`config.mk`:
```
export PLATFORM = sky130hd
export DESIGN_NAME = perh_top
export DESIGN_NICKNAME = d
export VERILOG_FILES = /design/src/core/perh_pkg.sv /design/src/core/perh_sync.sv /design/src/core/perh_top.sv
export SDC_FILE = /design/constraint.sdc
export NUM_CORES = 1
export LEC_CHECK = 0
export ABC_AREA = 1
export BUFFER_PORTS_ARGS = -buffer_cell sky130_fd_sc_hd__buf_2
export CORE_AREA = 2 2 90 83
export CTS_CLUSTER_DIAMETER = 150
export DETAILED_ROUTE_END_ITERATION = 16
export DIE_AREA = 0 0 92 85
export PLACE_DENSITY = 0.72
export SYNTH_ARGS = -nofsm -noshare
export SYNTH_HDL_FRONTEND = slang
export SYNTH_SLANG_ARGS = --single-unit
```
`constraint.sdc`:
```
create_clock -name clk -period 2 [get_ports clk]
set_input_delay 0.4 -clock clk [delete_from_list [all_inputs] [get_ports clk]]
set_output_delay 0.4 -clock clk [all_outputs]
set_load 0.01 [all_outputs]
```
`src/core/perh_pkg.sv`:
```
// Shared constants for the power event, reset button and thermal trip block.
// Assumes a 100 MHz device clock in the always-on well.
package perh_pkg;
	localparam int unsigned CLK_MHZ = 100;
	localparam int unsigned CLK_PERIOD_NS = 10;
	localparam int unsigned DEBOUNCE_MS = 16;
	localparam int unsigned DEBOUNCE_CYC = DEBOUNCE_MS * 1000 * CLK_MHZ * 1000 / 1000;
	localparam int unsigned HOLD_MIN_MS = 5;
	localparam int unsigned HOLD_MIN_CYC = HOLD_MIN_MS * 1000 * CLK_MHZ;
	localparam int unsigned TRIP_LATENCY_US = 1;
	localparam int unsigned TRIP_LATENCY_CYC = TRIP_LATENCY_US * CLK_MHZ;
	localparam int unsigned GLITCH_NS = 25;
	localparam int unsigned GLITCH_CYC = (GLITCH_NS + CLK_PERIOD_NS - 1) / CLK_PERIOD_NS;
	localparam logic [1:0] ROUTE_SMI = 2'h0;
	localparam logic [1:0] ROUTE_SCI = 2'h1;
	localparam logic [1:0] ROUTE_WAKE = 2'h2;
	localparam logic [1:0] ROUTE_NONE = 2'h3;
	localparam logic SYNC_RESET_VAL = 1'h1;
endpackage

```
`src/core/perh_sync.sv`:
```
// Two-flop synchroniser bank for the asynchronous inputs of the block.
// Assumes inputs change without relation to clk; reset value is all ones (idle high).
`timescale 1ns/1ns
`default_nettype none
module perh_sync #(
	parameter int WIDTH = 4
) (
	input wire logic clk,
	input wire logic reset,
	input wire logic [WIDTH-1:0] async_in,
	output logic [WIDTH-1:0] sync_out
);
	import perh_pkg::*;
	typedef struct packed {
		logic [WIDTH-1:0] meta;
		logic [WIDTH-1:0] stable;
	} perh_sync_state_t;
	perh_sync_state_t st_ff;
	perh_sync_state_t nxt_st;
	always_comb begin
		nxt_st = st_ff;
		nxt_st.meta = async_in;
		nxt_st.stable = st_ff.meta;
	end
	always_ff @(posedge clk) begin
		if (reset) begin
			st_ff <= '{meta: {WIDTH{SYNC_RESET_VAL}}, stable: {WIDTH{SYNC_RESET_VAL}}};
		end else begin
			st_ff <= nxt_st;
		end
	end
	assign sync_out = st_ff.stable;
endmodule
`default_nettype wire

```
`src/core/perh_top.sv`:
```
// Power event routing, reset button handling, thermal trip shutdown and resume holdoff.
// Assumes a free-running 100 MHz clk, synchronous active-high reset, async pins.
// Contract
// - Event only on a falling edge of the external event input.
// - Detected event goes to SMI, SCI or optionally wake.
// - Internal bus 0 event sets its own status with same routing.
// - Button recognised on falling edge, or after 16 ms with debounce.
// - Button reset held asserted for 5 to 6 ms regardless of button.
// - Rearm only after button inactive and full S0 with platform reset released.
// - Button reset is host partition reset; power cycle when control bit set.
// - Button acts only while core power good is high.
// - Thermal trip goes straight to S5, sleep outputs low, status set.
// - Sleep outputs low within 1 us of trip sampled active.
// - Trip low pulses shorter than 25 ns are ignored.
// - Trip monitored from platform reset release, or processor power good; code needs processor power good plus reset release or trip valid point.
// - Monitoring stops when processor power good deasserts.
// - Thermal trip clears power button status.
// - Resume delayed after aux sleep release while holdoff asserted.
// - Holdoff ignored outside Sx entry with aux sleep asserted.
// - Holdoff pin is general input until firmware enables the function.
// - No flash access while aux sleep asserted or holdoff still holding.
`timescale 1ns/1ns
`default_nettype none
module perh_top #(
	parameter int unsigned DEBOUNCE_CYCLES = perh_pkg::DEBOUNCE_CYC,
	parameter int unsigned HOLD_CYCLES = perh_pkg::HOLD_MIN_CYC
) (
	input wire logic clk,
	input wire logic reset,
	input wire logic pm_event_n,
	input wire logic internal_bus0_pm_event,
	input wire logic [1:0] pm_event_route,
	input wire logic internal_bus0_status_clear,
	input wire logic pm_event_status_clear,
	input wire logic reset_button_n,
	input wire logic debounce_enable,
	input wire logic power_cycle_select,
	input wire logic core_power_good,
	input wire logic platform_reset_n,
	input wire logic in_full_s0,
	input wire logic thermal_trip_n,
	input wire logic trip_valid_point,
	input wire logic processor_power_good,
	input wire logic thermal_trip_status_clear,
	input wire logic power_button_event,
	input wire logic power_button_status_clear,
	input wire logic sleep_s3_req_n,
	input wire logic sleep_s4_req_n,
	input wire logic sleep_s5_req_n,
	input wire logic aux_sleep_out_n,
	input wire logic in_sx_entry,
	input wire logic resume_holdoff_n,
	input wire logic holdoff_function_enable,
	input wire logic suspend_reset_n,
	output logic pm_event_status,
	output logic internal_bus0_pm_event_status,
	output logic smi_pulse,
	output logic sci_pulse,
	output logic wake_pulse,
	output logic host_reset_active,
	output logic power_cycle_active,
	output logic sleep_s3_out_n,
	output logic sleep_s4_out_n,
	output logic sleep_s5_out_n,
	output logic thermal_trip_status,
	output logic power_button_status,
	output logic resume_allowed,
	output logic flash_access_allowed,
	output logic holdoff_gpio_level
);
	import perh_pkg::*;

	logic [3:0] sync_raw;
	logic [3:0] sync_q;
	logic pme_s;
	logic btn_s;
	logic trip_s;
	logic hold_s;

	assign sync_raw = {resume_holdoff_n, thermal_trip_n, reset_button_n, pm_event_n};
	// The four asynchronous pins (event, button, trip, holdoff) pass through two flops first.
	perh_sync #(.WIDTH(4)) u_sync (
		.clk(clk),
		.reset(reset),
		.async_in(sync_raw),
		.sync_out(sync_q)
	);
	assign pme_s = sync_q[0];
	assign btn_s = sync_q[1];
	assign trip_s = sync_q[2];
	assign hold_s = sync_q[3];

	typedef enum logic [1:0] {
		BTN_IDLE = 2'h0,
		BTN_DEBOUNCE = 2'h1,
		BTN_HOLD = 2'h2,
		BTN_REARM = 2'h3
	} perh_btn_t;

	typedef struct packed {
		logic pme_prev;
		logic pme_sts;
		logic b0_sts;
		logic smi;
		logic sci;
		logic wake;
		perh_btn_t btn;
		logic [31:0] cnt;
		logic btn_prev;
		logic host_rst;
		logic pwr_cyc;
		logic [3:0] glitch_cnt;
		logic tripped;
		logic trip_sts;
		logic pb_sts;
		logic s3_n;
		logic s4_n;
		logic s5_n;
		logic holding;
		logic resume_ok;
		logic flash_ok;
		logic gpio_lvl;
	} perh_state_t;

	perh_state_t st_ff;
	perh_state_t nxt_st;
	logic pme_fall;
	logic new_evt;
	logic trip_monitor;
	logic holdoff_active;

	always_comb begin
		nxt_st = st_ff;
		nxt_st.smi = 1'h0;
		nxt_st.sci = 1'h0;
		nxt_st.wake = 1'h0;
		nxt_st.pme_prev = pme_s;
		nxt_st.btn_prev = btn_s;
		// Only a high to low transition counts.
		pme_fall = st_ff.pme_prev & ~pme_s;
		new_evt = pme_fall | internal_bus0_pm_event;
		// Set wins over a clear in the same cycle.
		nxt_st.b0_sts = internal_bus0_pm_event | (st_ff.b0_sts & ~internal_bus0_status_clear);
		nxt_st.pme_sts = pme_fall | (st_ff.pme_sts & ~pm_event_status_clear);
		if (new_evt) begin
			// Both event sources share one routing choice.
			unique case (pm_event_route)
				ROUTE_SMI: nxt_st.smi = 1'h1;
				ROUTE_SCI: nxt_st.sci = 1'h1;
				ROUTE_WAKE: nxt_st.wake = 1'h1;
				ROUTE_NONE: nxt_st.wake = 1'h0;
			endcase
		end

		// Button sequencer; counter reused for debounce and hold time.
		unique case (st_ff.btn)
			BTN_IDLE: begin
				nxt_st.cnt = 32'h0;
				// Falling edge with core power good only.
				if (core_power_good && st_ff.btn_prev && !btn_s) begin
					if (debounce_enable) begin
						nxt_st.btn = BTN_DEBOUNCE;
					end else begin
						nxt_st.btn = BTN_HOLD;
						nxt_st.host_rst = 1'h1;
						nxt_st.pwr_cyc = power_cycle_select;
					end
				end
			end
			BTN_DEBOUNCE: begin
				if (btn_s || !core_power_good) begin
					nxt_st.btn = BTN_IDLE;
				end else if (st_ff.cnt >= DEBOUNCE_CYCLES - 1) begin
					// Button held low for the whole debounce time.
					nxt_st.btn = BTN_HOLD;
					nxt_st.cnt = 32'h0;
					nxt_st.host_rst = 1'h1;
					nxt_st.pwr_cyc = power_cycle_select;
				end else begin
					nxt_st.cnt = st_ff.cnt + 32'h1;
				end
			end
			BTN_HOLD: begin
				// Held for the minimum time whatever the button does.
				if (st_ff.cnt >= HOLD_CYCLES - 1) begin
					nxt_st.btn = BTN_REARM;
					nxt_st.cnt = 32'h0;
					nxt_st.host_rst = 1'h0;
					nxt_st.pwr_cyc = 1'h0;
				end else begin
					nxt_st.cnt = st_ff.cnt + 32'h1;
				end
			end
			BTN_REARM: begin
				// Needs a debounced release and a full S0 with reset gone.
				if (!btn_s) begin
					nxt_st.cnt = 32'h0;
				end else if (st_ff.cnt < DEBOUNCE_CYCLES) begin
					nxt_st.cnt = st_ff.cnt + 32'h1;
				end
				if (st_ff.cnt >= DEBOUNCE_CYCLES && in_full_s0 && platform_reset_n) begin
					nxt_st.btn = BTN_IDLE;
					nxt_st.cnt = 32'h0;
				end
			end
		endcase

		// Monitoring window for the trip input.
		trip_monitor = processor_power_good && (trip_valid_point || platform_reset_n);
		// Low pulses must last the glitch time before they count.
		if (!trip_monitor || trip_s) begin
			nxt_st.glitch_cnt = 4'h0;
		end else if (st_ff.glitch_cnt < 4'(GLITCH_CYC)) begin
			nxt_st.glitch_cnt = st_ff.glitch_cnt + 4'h1;
		end
		if (trip_monitor && !trip_s && st_ff.glitch_cnt >= 4'(GLITCH_CYC) - 4'h1) begin
			nxt_st.tripped = 1'h1;
		end else if (reset) begin
			nxt_st.tripped = 1'h0;
		end
		nxt_st.trip_sts = nxt_st.tripped & ~st_ff.tripped
			| (st_ff.trip_sts & ~thermal_trip_status_clear);
		if (nxt_st.tripped && !st_ff.tripped) begin
			nxt_st.pb_sts = 1'h0;
		end else begin
			nxt_st.pb_sts = power_button_event | (st_ff.pb_sts & ~power_button_status_clear);
		end
		// Trip bypasses the normal sequence and forces all three low at once.
		nxt_st.s3_n = sleep_s3_req_n & ~nxt_st.tripped;
		nxt_st.s4_n = sleep_s4_req_n & ~nxt_st.tripped;
		nxt_st.s5_n = sleep_s5_req_n & ~nxt_st.tripped;

		// Function only after firmware enables it; else pin is a plain input.
		nxt_st.gpio_lvl = hold_s;
		// Latched only during Sx entry with aux sleep asserted.
		holdoff_active = holdoff_function_enable && suspend_reset_n && !hold_s;
		if (!holdoff_function_enable || !suspend_reset_n || hold_s) begin
			nxt_st.holding = 1'h0;
		end else if (in_sx_entry && !aux_sleep_out_n) begin
			nxt_st.holding = 1'h1;
		end
		// Resume waits out the holdoff after aux sleep releases.
		nxt_st.resume_ok = aux_sleep_out_n & ~(nxt_st.holding & holdoff_active);
		// Flash stays off while aux sleep or holdoff holds.
		nxt_st.flash_ok = suspend_reset_n & aux_sleep_out_n & ~(nxt_st.holding & holdoff_active);
	end

	always_ff @(posedge clk) begin
		if (reset) begin
			st_ff <= '{pme_prev: 1'h1, btn_prev: 1'h1, btn: BTN_IDLE, s3_n: 1'h1,
				s4_n: 1'h1, s5_n: 1'h1, gpio_lvl: 1'h1, default: '0};
		end else begin
			st_ff <= nxt_st;
		end
	end

	assign pm_event_status = st_ff.pme_sts;
	assign internal_bus0_pm_event_status = st_ff.b0_sts;
	assign smi_pulse = st_ff.smi;
	assign sci_pulse = st_ff.sci;
	assign wake_pulse = st_ff.wake;
	assign host_reset_active = st_ff.host_rst;
	assign power_cycle_active = st_ff.pwr_cyc;
	assign sleep_s3_out_n = st_ff.s3_n;
	assign sleep_s4_out_n = st_ff.s4_n;
	assign sleep_s5_out_n = st_ff.s5_n;
	assign thermal_trip_status = st_ff.trip_sts;
	assign power_button_status = st_ff.pb_sts;
	assign resume_allowed = st_ff.resume_ok;
	assign flash_access_allowed = st_ff.flash_ok;
	assign holdoff_gpio_level = st_ff.gpio_lvl;
endmodule
`default_nettype wire

```
# Word-level counts from Yosys, hierarchy flattened
# Index checks and enable logic that the tools add are counted.
# totals
regBits	65
latchBits	0
ram_bits	0
rom_bits	0
input_bits	28
out_inout_bits	15
word_cells	131
memories	0
# op_classes
addsub	2
multipliers	0
div	0
order_cmp	6
eq_ne	13
shifts	0
muxes	25
bitwise_logic	27
n_reduce_logical	34
# ops
op	count
$mux W32	5
$pmux W34 S4	1
$ge A32 B21 Y1 const B	2
$mux W34	1
$add A32 B1 Y32 const B	1
$ge A32 B19 Y1 const B	1
$lt A32 B21 Y1 const B	1
$mux W2	10
$and A1 B1 Y1	13
$ne A2 B2 Y1 const B	6
$logic_and A1 B1 Y1	11
$logic_not A1 Y1	9
$not A1 Y1	9
$mux W1	7
$eq A2 B2 Y1 const B	3
$pmux W2 S3	1
$reduce_and A6 Y1	1
$reduce_or A2 Y1	3
$logic_or A1 B1 Y1	5
$or A1 B1 Y1	5
$add A4 B1 Y4 const B	1
$eq A2 B1 Y1 const B	2
$ge A4 B2 Y1 const B	1
$logic_not A2 Y1	2
6 further kinds	6

# Logic depth before layout (Yosys ltp)
# Gate-level depths: netlist (run 1).
# depth
word_depth	7
ltp_mapped	14
mapped_depth_nobuf	14

# Modules after synthesis
# Synthesis (run 1) repeated with hierarchy kept, for this count alone.
# hier_totals
hier_cells	597
hier_area_um2	3747.3
# by_module_without_submodules
module	instances	cells_per_inst	area_per_inst_um2	seq_area_each_um2
perh_top	1	572	3523.4	1141.1
perh_sync	1	25	224.0	160.2

# Worst setup path before layout (run 1)
# Ideal clock, no wire load.
# synth_timing
kind	flip-flop to flip-flop
from	register st_ff[18] (netlist name)
to	register st_ff[23] (netlist name)
setup_ps	123
arrival_time_ps	1510
required_ps	1877
slack_ps	367
path_stages_with_launch	14
path_buffers	1
period_less_slack_ps	1633
path_cell_list	dfxtp_1 ha_1 nand3_1 inv_1 nand2_1 inv_1 nand2_1 nand2_1 nand2_1 nand3_2 nand3_4 buf_12 nand2_2 a21oi_2
# synth_via
elab_chain_cells	5
elab_cells_between_ends	16
cone_classes	add/sub (1); order compare (4); eq/ne (1); mux (7); reduce/logical (3)
# synth_lines
item	line_no	source
from (decl)	perh_top.sv:125	perh_state_t st_ff;
from (signal assigned)	perh_top.sv:250	st_ff <= '{pme_prev: 1'h1, btn_prev: 1'h1, btn: BTN_IDLE, s3_n: 1'h1,
from (signal assigned)	perh_top.sv:253	st_ff <= nxt_st;
$add A32 B1 Y32 / $ge A32 B21 Y1 (equally long branches)	n/a	
$mux W32 / $logic_and A1 B1 Y1 (equally long branches)	perh_top.sv:198, perh_top.sv:201	
$mux W32 / $logic_and A1 B1 Y1 (equally long branches)	perh_top.sv:196, perh_top.sv:201	
$mux W34 / $ne A4 B4 Y1 (equally long branches)	n/a	
$pmux W34 S4 / $reduce_and A2 Y1 (equally long branches)	n/a	
# Parallel ways exist; a longest one is shown, timed or not. The select of a mux whose other input is x is not followed.
# A chain may end at the register's enable or synchronous reset.

# Worst setup path in the final report (run 1)
# layout_timing
from	register st_ff[32] (netlist name)
to	register st_ff[37] (netlist name)
# Same word-level chain as after synthesis.

==> results of run 1 <==
metrics by stage:
step                power [mW]  setup WS (ns)
finish                    4.23          0.159
global placement          2.94          0.194
CTS                       4.26          0.120
floorplan                 2.55          0.367
global route              4.49         0.0176
detailed placement        2.96          0.155
power breakdown:
| part | total [mW] | internal, mW | switching [mW] |
|---|---|---|---|
| Sequential | 1.58 | 1.43 | 0.152 |
| Clock | 1.28 | 0.740 | 0.543 |
| Combinational | 1.37 | 0.520 | 0.848 |
| Total | 4.23 | 2.69 | 1.54 |
cells by family after synthesis:
kind of cell / share of synthesized area
AND/OR/NAND/NOR: 0.344
buffers and inverters: 0.101
AO/OA/AOI/OAI: 0.128
flip-flops: 0.389
XOR/XNOR: 0.0236
adder cells (fa/ha/maj): 0.0150
what timing repair did:
item                                    4_1_cts  5_1_grt
gates resized for setup                       0        3
buffers inserted                              0        1
endpoints found under the setup margin        0       21
flip-flops by register name, indices dropped and copies added (netlist names):
name,flops
flash_access_allowed,1
holdoff_gpio_level,1
host_reset_active,1
internal_bus0_pm_event_status,1
pm_event_status,1
power_button_status,1
power_cycle_active,1
resume_allowed,1
sci_pulse,1
sleep_s3_out_n,1
sleep_s4_out_n,1
sleep_s5_out_n,1
smi_pulse,1
st_ff,42
thermal_trip_status,1
u_sync.nxt_st,4
u_sync.sync_out,4
wake_pulse,1
synthesized netlist by cell type (all sizes together):
| library cell | count |
|---|---|
| nand3 | 23 |
| o31ai | 1 |
| a211oi | 2 |
| o211a | 1 |
| nor3 | 22 |
| a21o | 1 |
| nor3b | 3 |
| dfxtp | 65 |
| o21ai | 30 |
| ha | 4 |
| clkbuf | 10 |
| a21oi | 33 |
| a22oi | 1 |
| or2 | 10 |
| buf | 7 |
| nand4 | 9 |
| inv | 62 |
| o21a | 2 |
| xor2 | 9 |
| o211ai | 1 |
| nand2 | 111 |
| nor2 | 78 |
| clkinv | 1 |
final cells by class:
| type | count | area share |
|---|---|---|
| Clock inverter | 6 | 0.0229 |
| Inverter | 63 | 0.0601 |
| Tap cell | 93 | 0.0296 |
| Timing Repair Buffer | 54 | 0.0859 |
| Clock buffer | 10 | 0.0350 |
| Multi-Input combinational cell | 341 | 0.435 |
| Sequential cell | 65 | 0.331 |
placed cells by master, fill, tap and decap left out, types with 10 or more instances in the layout:
cell type and n:
a21oi_1 23, clkbuf_8 10, nand3_1 20, nand2_1 97, buf_2 42, dfxtp_1 64
inv_1 60, nor2_1 74, nor3_1 22, a21oi_2 10, nand2_2 14, o21ai_0 29
routing by layer:
metal / GRT usage / vias to the layer above
li1: - / 1638
met1: 0.278 / 1403
met2: 0.319 / 88
met3: 0.0551 / 14
met4: 0.0678 / 0
met5: 0 / -
worst max path at each step:
stage / start / depth (start not counted) / endpoint
after floorplan: st_ff[18] / 13 / st_ff[23]
after global placement: st_ff[18] / 13 / st_ff[30]
after detailed placement: st_ff[18] / 13 / st_ff[32]
after CTS: st_ff[18] / 13 / st_ff[32]
after global routing: st_ff[18] / 11 / st_ff[35]
final: st_ff[32] / 11 / st_ff[37]
==> flow_summary_export.csv, run 1 <==
group,metric,value,unit
floorplan,fp.dieH,85,um
setup_path,crit_top_cell,"nand2_1",
synth,yosysSeqAreaShare,0.389,
floorplan,core-area,6890,sq um
worst_hold_path,worstHoldEndpoint,"smi_pulse",
setup_path,critPathTopFamily,"simple AND/OR/NAND/NOR gates",
place,hpwl,5410,um
synth,netlist_area,3340,sq um
clock_tree,insertion_delay,0.34,ns
drt,drc,0,
timing,fin_hold_ws,0.234,ns
setup_path,rr_worst_depth,11,
drt,wl_met3,466,um
worst_hold_path,hp-class,"primary input to flip-flop",
floorplan,core.rowCount,29,
synth,synth_top_area_cell,"dfxtp_1",
finish,final_cell_area,3930,sq um
finish,insertedDiodeCount,0,
global_route,grt_pass1_vias,2902,
finish,regArea,1300,sq um
setup_path,r2r_end,"st_ff[37]",
finish,nets,566,
setup_path,crit_arrival,2.09,ns
global_route,grtUsageTotal,0.205,
global_route,overflow,0,
worst_hold_path,hp-start,"pm_event_route[0]",
setup_path,path_buf_inv,2,
setup_path,max_stage_delay,0.54,ns
pwr,power_density,1080,nW/um^2
setup_path,startpoint_type,"flip-flop",
setup_path,end_kind,"flip-flop",
finish,final_cells,632,
timing,setup_tns,0,ns
timing,fmaxAchievable,543,MHz
global_route,grt_pass1_wl,12900,um
setup_path,cp.required,2.25,ns
setup_path,crit_slowest_cell,"dfxtp_1",
setup_path,rr_startpoint,"st_ff[32]",
drt,dr.pass1.iters,5,
pwr,leakage,1.73,nW
timing,period_share,0.921,
place,port_buffers,42,
drt,routed_via_density,4.97,
run,max_cap_viol_count,0,
synth,ys_warn_count,0,
synth,netlist_instances,486,
drt,drt-met1-wl,3630,um
floorplan,dieArea,7820,sq um
global_route,grt_max_degree,50,
drt,topRoutingLayerUsed,"met4",
place,dpl_cell_area,3690,sq um
synth,synth.avg_cell_area,6.88,sq um
floorplan,io_pins,43,
clock_tree,cts_tree,"built",
timing,rsz0062_at_grt,"no",
finish,multi_input_area,1710,sq um
clock_tree,cts_hold_buf,0,
clock_tree,clock_path_buffers,2,
drt,wl_met2,3380,um
place,place_congestion,0.973,
synth,ys_ff_latch,65,
clock_tree,cts.sinks,65,
pwr,ir_drop,0.000487,V
timing,period_minus_slack,1.84,ns
synth,synth_top_area_frac,0.389,
synth,netlist-cell-type-count,36,
global_route,antenna_found_initial,0,
synth,synth.net_count,518,
setup_path,cp_max_fo,9,
clock_tree,cts-buffers-inserted,9,
finish,area_delta_synth_final,17.6,%
drt,wire_per_inst,12.0,um
setup_path,r2r_slack,0.16,ns
timing,report.final.slew_viol_count,0,
finish,drive_above_1_share,0.213,
timing,setup_viol,0,
timing,finalHoldViolCount,0,
finish,fillCellCount,689,
place,dp_cells,615,
timing,final.setup_skew,0.00843,ns
drt,first_iter_violations,165,
drt,wirelength,7600,um
run_status,status,"finished, final reports clean",
floorplan,die_w,92,um
timing,tightestPinTransition,0.412,ns
worst_hold_path,hold_depth,2,
drt,ant_nets,0,
floorplan,start_util,0.485,
clock_tree,path_clk_slew,0.08,ns
setup_path,path_cells,"inv_2 -> nor3_1 -> nand2_1 -> nor2_1 -> nand2_1 -> xor2_1 -> nor2_1 -> nand2_1 -> nand2_1 -> nand2_1 -> inv_1",
synth,synth_area_leaders,"dfxtp_1 39%, nand2_1 11%, nor2_1 8.3%, inv_1 6.7%, o21ai_0 4.3%",
setup_path,path_class,"flip-flop to flip-flop",
drt,via_count,3143,
timing,maxSlewHeadroom,0.723,
clock_tree,root_buffer,"clkbuf_8",
finish,final_util,0.570,
clock_tree,htree_num_levels,3,
(Power assumes the default switching activity.)
==> inputs of run 2 (changes only) <==
- CORE_AREA: 2 2 90 83 -> 2 2 107 98
- DIE_AREA: 0 0 92 85 -> 0 0 109 100
- PLACE_DENSITY: 0.72 -> 0.55
==> flow_summary_export.csv, run 2 (synthesized netlist as in run 1, its figures left out) <==
group,metric,value,unit
pwr,total_power,4.13,mW
floorplan,die_w,109,um
clock_tree,cts_setup_buffers,0,
global_route,grt_pass1_vias,2684,
setup_path,rr_startpoint,"st_ff[32]",
clock_tree,htree_num_levels,3,
global_route,overflow,0,
setup_path,path_class,"flip-flop to flip-flop",
floorplan,io_pins,43,
finish,drive_above_1_share,0.213,
timing,finalHoldViolCount,0,
clock_tree,cts.sinks,65,
timing,setup_tns,0,ns
timing,fmaxAchievable,555,MHz
finish,insertedDiodeCount,0,
setup_path,crit_top_cell,"nand2_1",
pwr,seq_power_share,0.381,
setup_path,cp.required,2.23,ns
clock_tree,cts_hold_buf,0,
drt,via_count,3106,
setup_path,crit_arrival,2.03,ns
global_route,grt_pass1_wl,12500,um
global_route,antenna_found_initial,0,
timing,setup_viol,0,
drt,dr.pass1.iters,4,
drt,wire_per_inst,11.3,um
clock_tree,cts-buffers-inserted,9,
place,hpwl,5590,um
setup_path,max_stage_delay,0.53,ns
finish,largest_reg_flops,42,
drt,wirelength,7560,um
pwr,internal-power,2.62,mW
clock_tree,insertion_delay,0.34,ns
pwr,ir_drop,0.000431,V
floorplan,fp.dieH,100,um
floorplan,start_util,0.336,
finish,regMostFlops,"st_ff",
drt,routed_via_density,4.64,
timing,setup_slack,0.198,ns
finish,nets,568,
timing,rsz0062_at_grt,"no",
drt,ant_nets,0,
finish,final_cell_area,3970,sq um
global_route,grt_max_degree,40,
pwr,swShare,0.366,
timing,report.final.slew_viol_count,0,
timing,period_minus_slack,1.80,ns
global_route,grtUsageTotal,0.145,
pwr,p_switching,1.51,mW
timing,tightestPinTransition,0.351,ns
pwr,power_density,1040,nW/um^2
drt,first_iter_violations,142,
floorplan,core-area,9940,sq um
setup_path,startpoint,"st_ff[32]",
pwr,clock_power_share,0.299,
setup_path,end_kind,"flip-flop",
finish,final_common_cell,"nand2_1",
pwr,leakage,1.73,nW
setup_path,path_buf_inv,2,
setup_path,startpoint_type,"flip-flop",
floorplan,core.rowCount,35,
setup_path,cp_max_fo,12,
place,port_buffers,42,
place,place_congestion,0.947,
clock_tree,path_clk_slew,0.07,ns
clock_tree,root_buffer,"clkbuf_8",
place,pre_cts_slack,0.184,ns
worst_hold_path,hp-class,"primary input to flip-flop",
clock_tree,cts_tree,"built",
drt,drc,0,
setup_path,path_cells,"inv_2 -> nand2_1 -> nand3_1 -> nand3_1 -> nand2_1 -> nand3_2 -> nand3_4 -> buf_12 -> nand2_1 -> a21oi_1",
floorplan,dieArea,10900,sq um
pwr,p_comb_frac,0.320,
timing,maxSlewHeadroom,0.766,
setup_path,critPathTopFamily,"simple AND/OR/NAND/NOR gates",
timing,period_share,0.901,
timing,final.setup_skew,0.00997,ns
finish,final_util,0.399,
run,max_cap_viol_count,0,
worst_hold_path,hp-start,"pm_event_n",
place,dpl_cell_area,3750,sq um
finish,area_delta_synth_final,18.6,%
clock_tree,clock_path_buffers,2,
run_status,status,"finished, final reports clean",
setup_path,crit_slowest_cell,"dfxtp_1",
finish,final_cell_mix,"98 x nand2_1, 74 x nor2_1, 64 x dfxtp_1, 59 x inv_1, 42 x buf_2",
==> run 2: layout make-up <==
cell class	instances	area, sq um
repair buffers	56	340
clock buffers	10	128
multi-input cells	341	1710
clock inverters	6	92.6
well taps	129	161
inverters	63	236
flip-flops and latches	65	1300
fillers	1026	5970
==> run 2: power by group through the flow <==
stage	Clock, mW	Combinational [mW]	Sequential [mW]
finish	1.23	1.32	1.57
global route	1.33	1.49	1.59
CTS	1.27	1.34	1.57
detailed placement	0	1.33	1.60
global placement	0	1.33	1.60
floorplan	0	0.985	1.57
==> run 2: routing by layer <==
metal	wire length, um	GRT usage	part of all wire
met5	0	0	0
met4	76	0.0473	0.010
met3	380	0.0351	0.050
met2	3410	0.223	0.45
met1	3690	0.200	0.49
==> run 2: through the flow <==
stage,hold WS (ns),instances
3_3_place_gp,0.391,654
6_report,0.240,670
4_1_cts,0.224,670
5_1_grt,0.225,670
3_5_place_dp,0.396,654
2_1_floorplan,0.389,486
==> run 2: repair_timing <==
item                       4_1_cts  5_1_grt
resized for setup                0        2
hold endpoints to repair         0        0
setup endpoints to repair        0       15
==> run 2: final timing paths <==
kind | to | slack [ns] | cells past startpoint
min reg2reg | u_sync.sync_out[2] | 0.41 | 1
max | st_ff[35] | 0.20 | 10
min | u_sync.nxt_st[0] | 0.24 | 2
max reg2reg | st_ff[35] | 0.20 | 10
==> run 2: worst register-to-register path, delay by kind of cell (launching register included) <==
kind | cells | cell delay [ns]
DFF | 1 | 0.53
buffers and inverters | 2 | 0.32
and+or+nand+nor | 7 | 0.79
AOI/OAI and AO/OA | 1 | 0.05
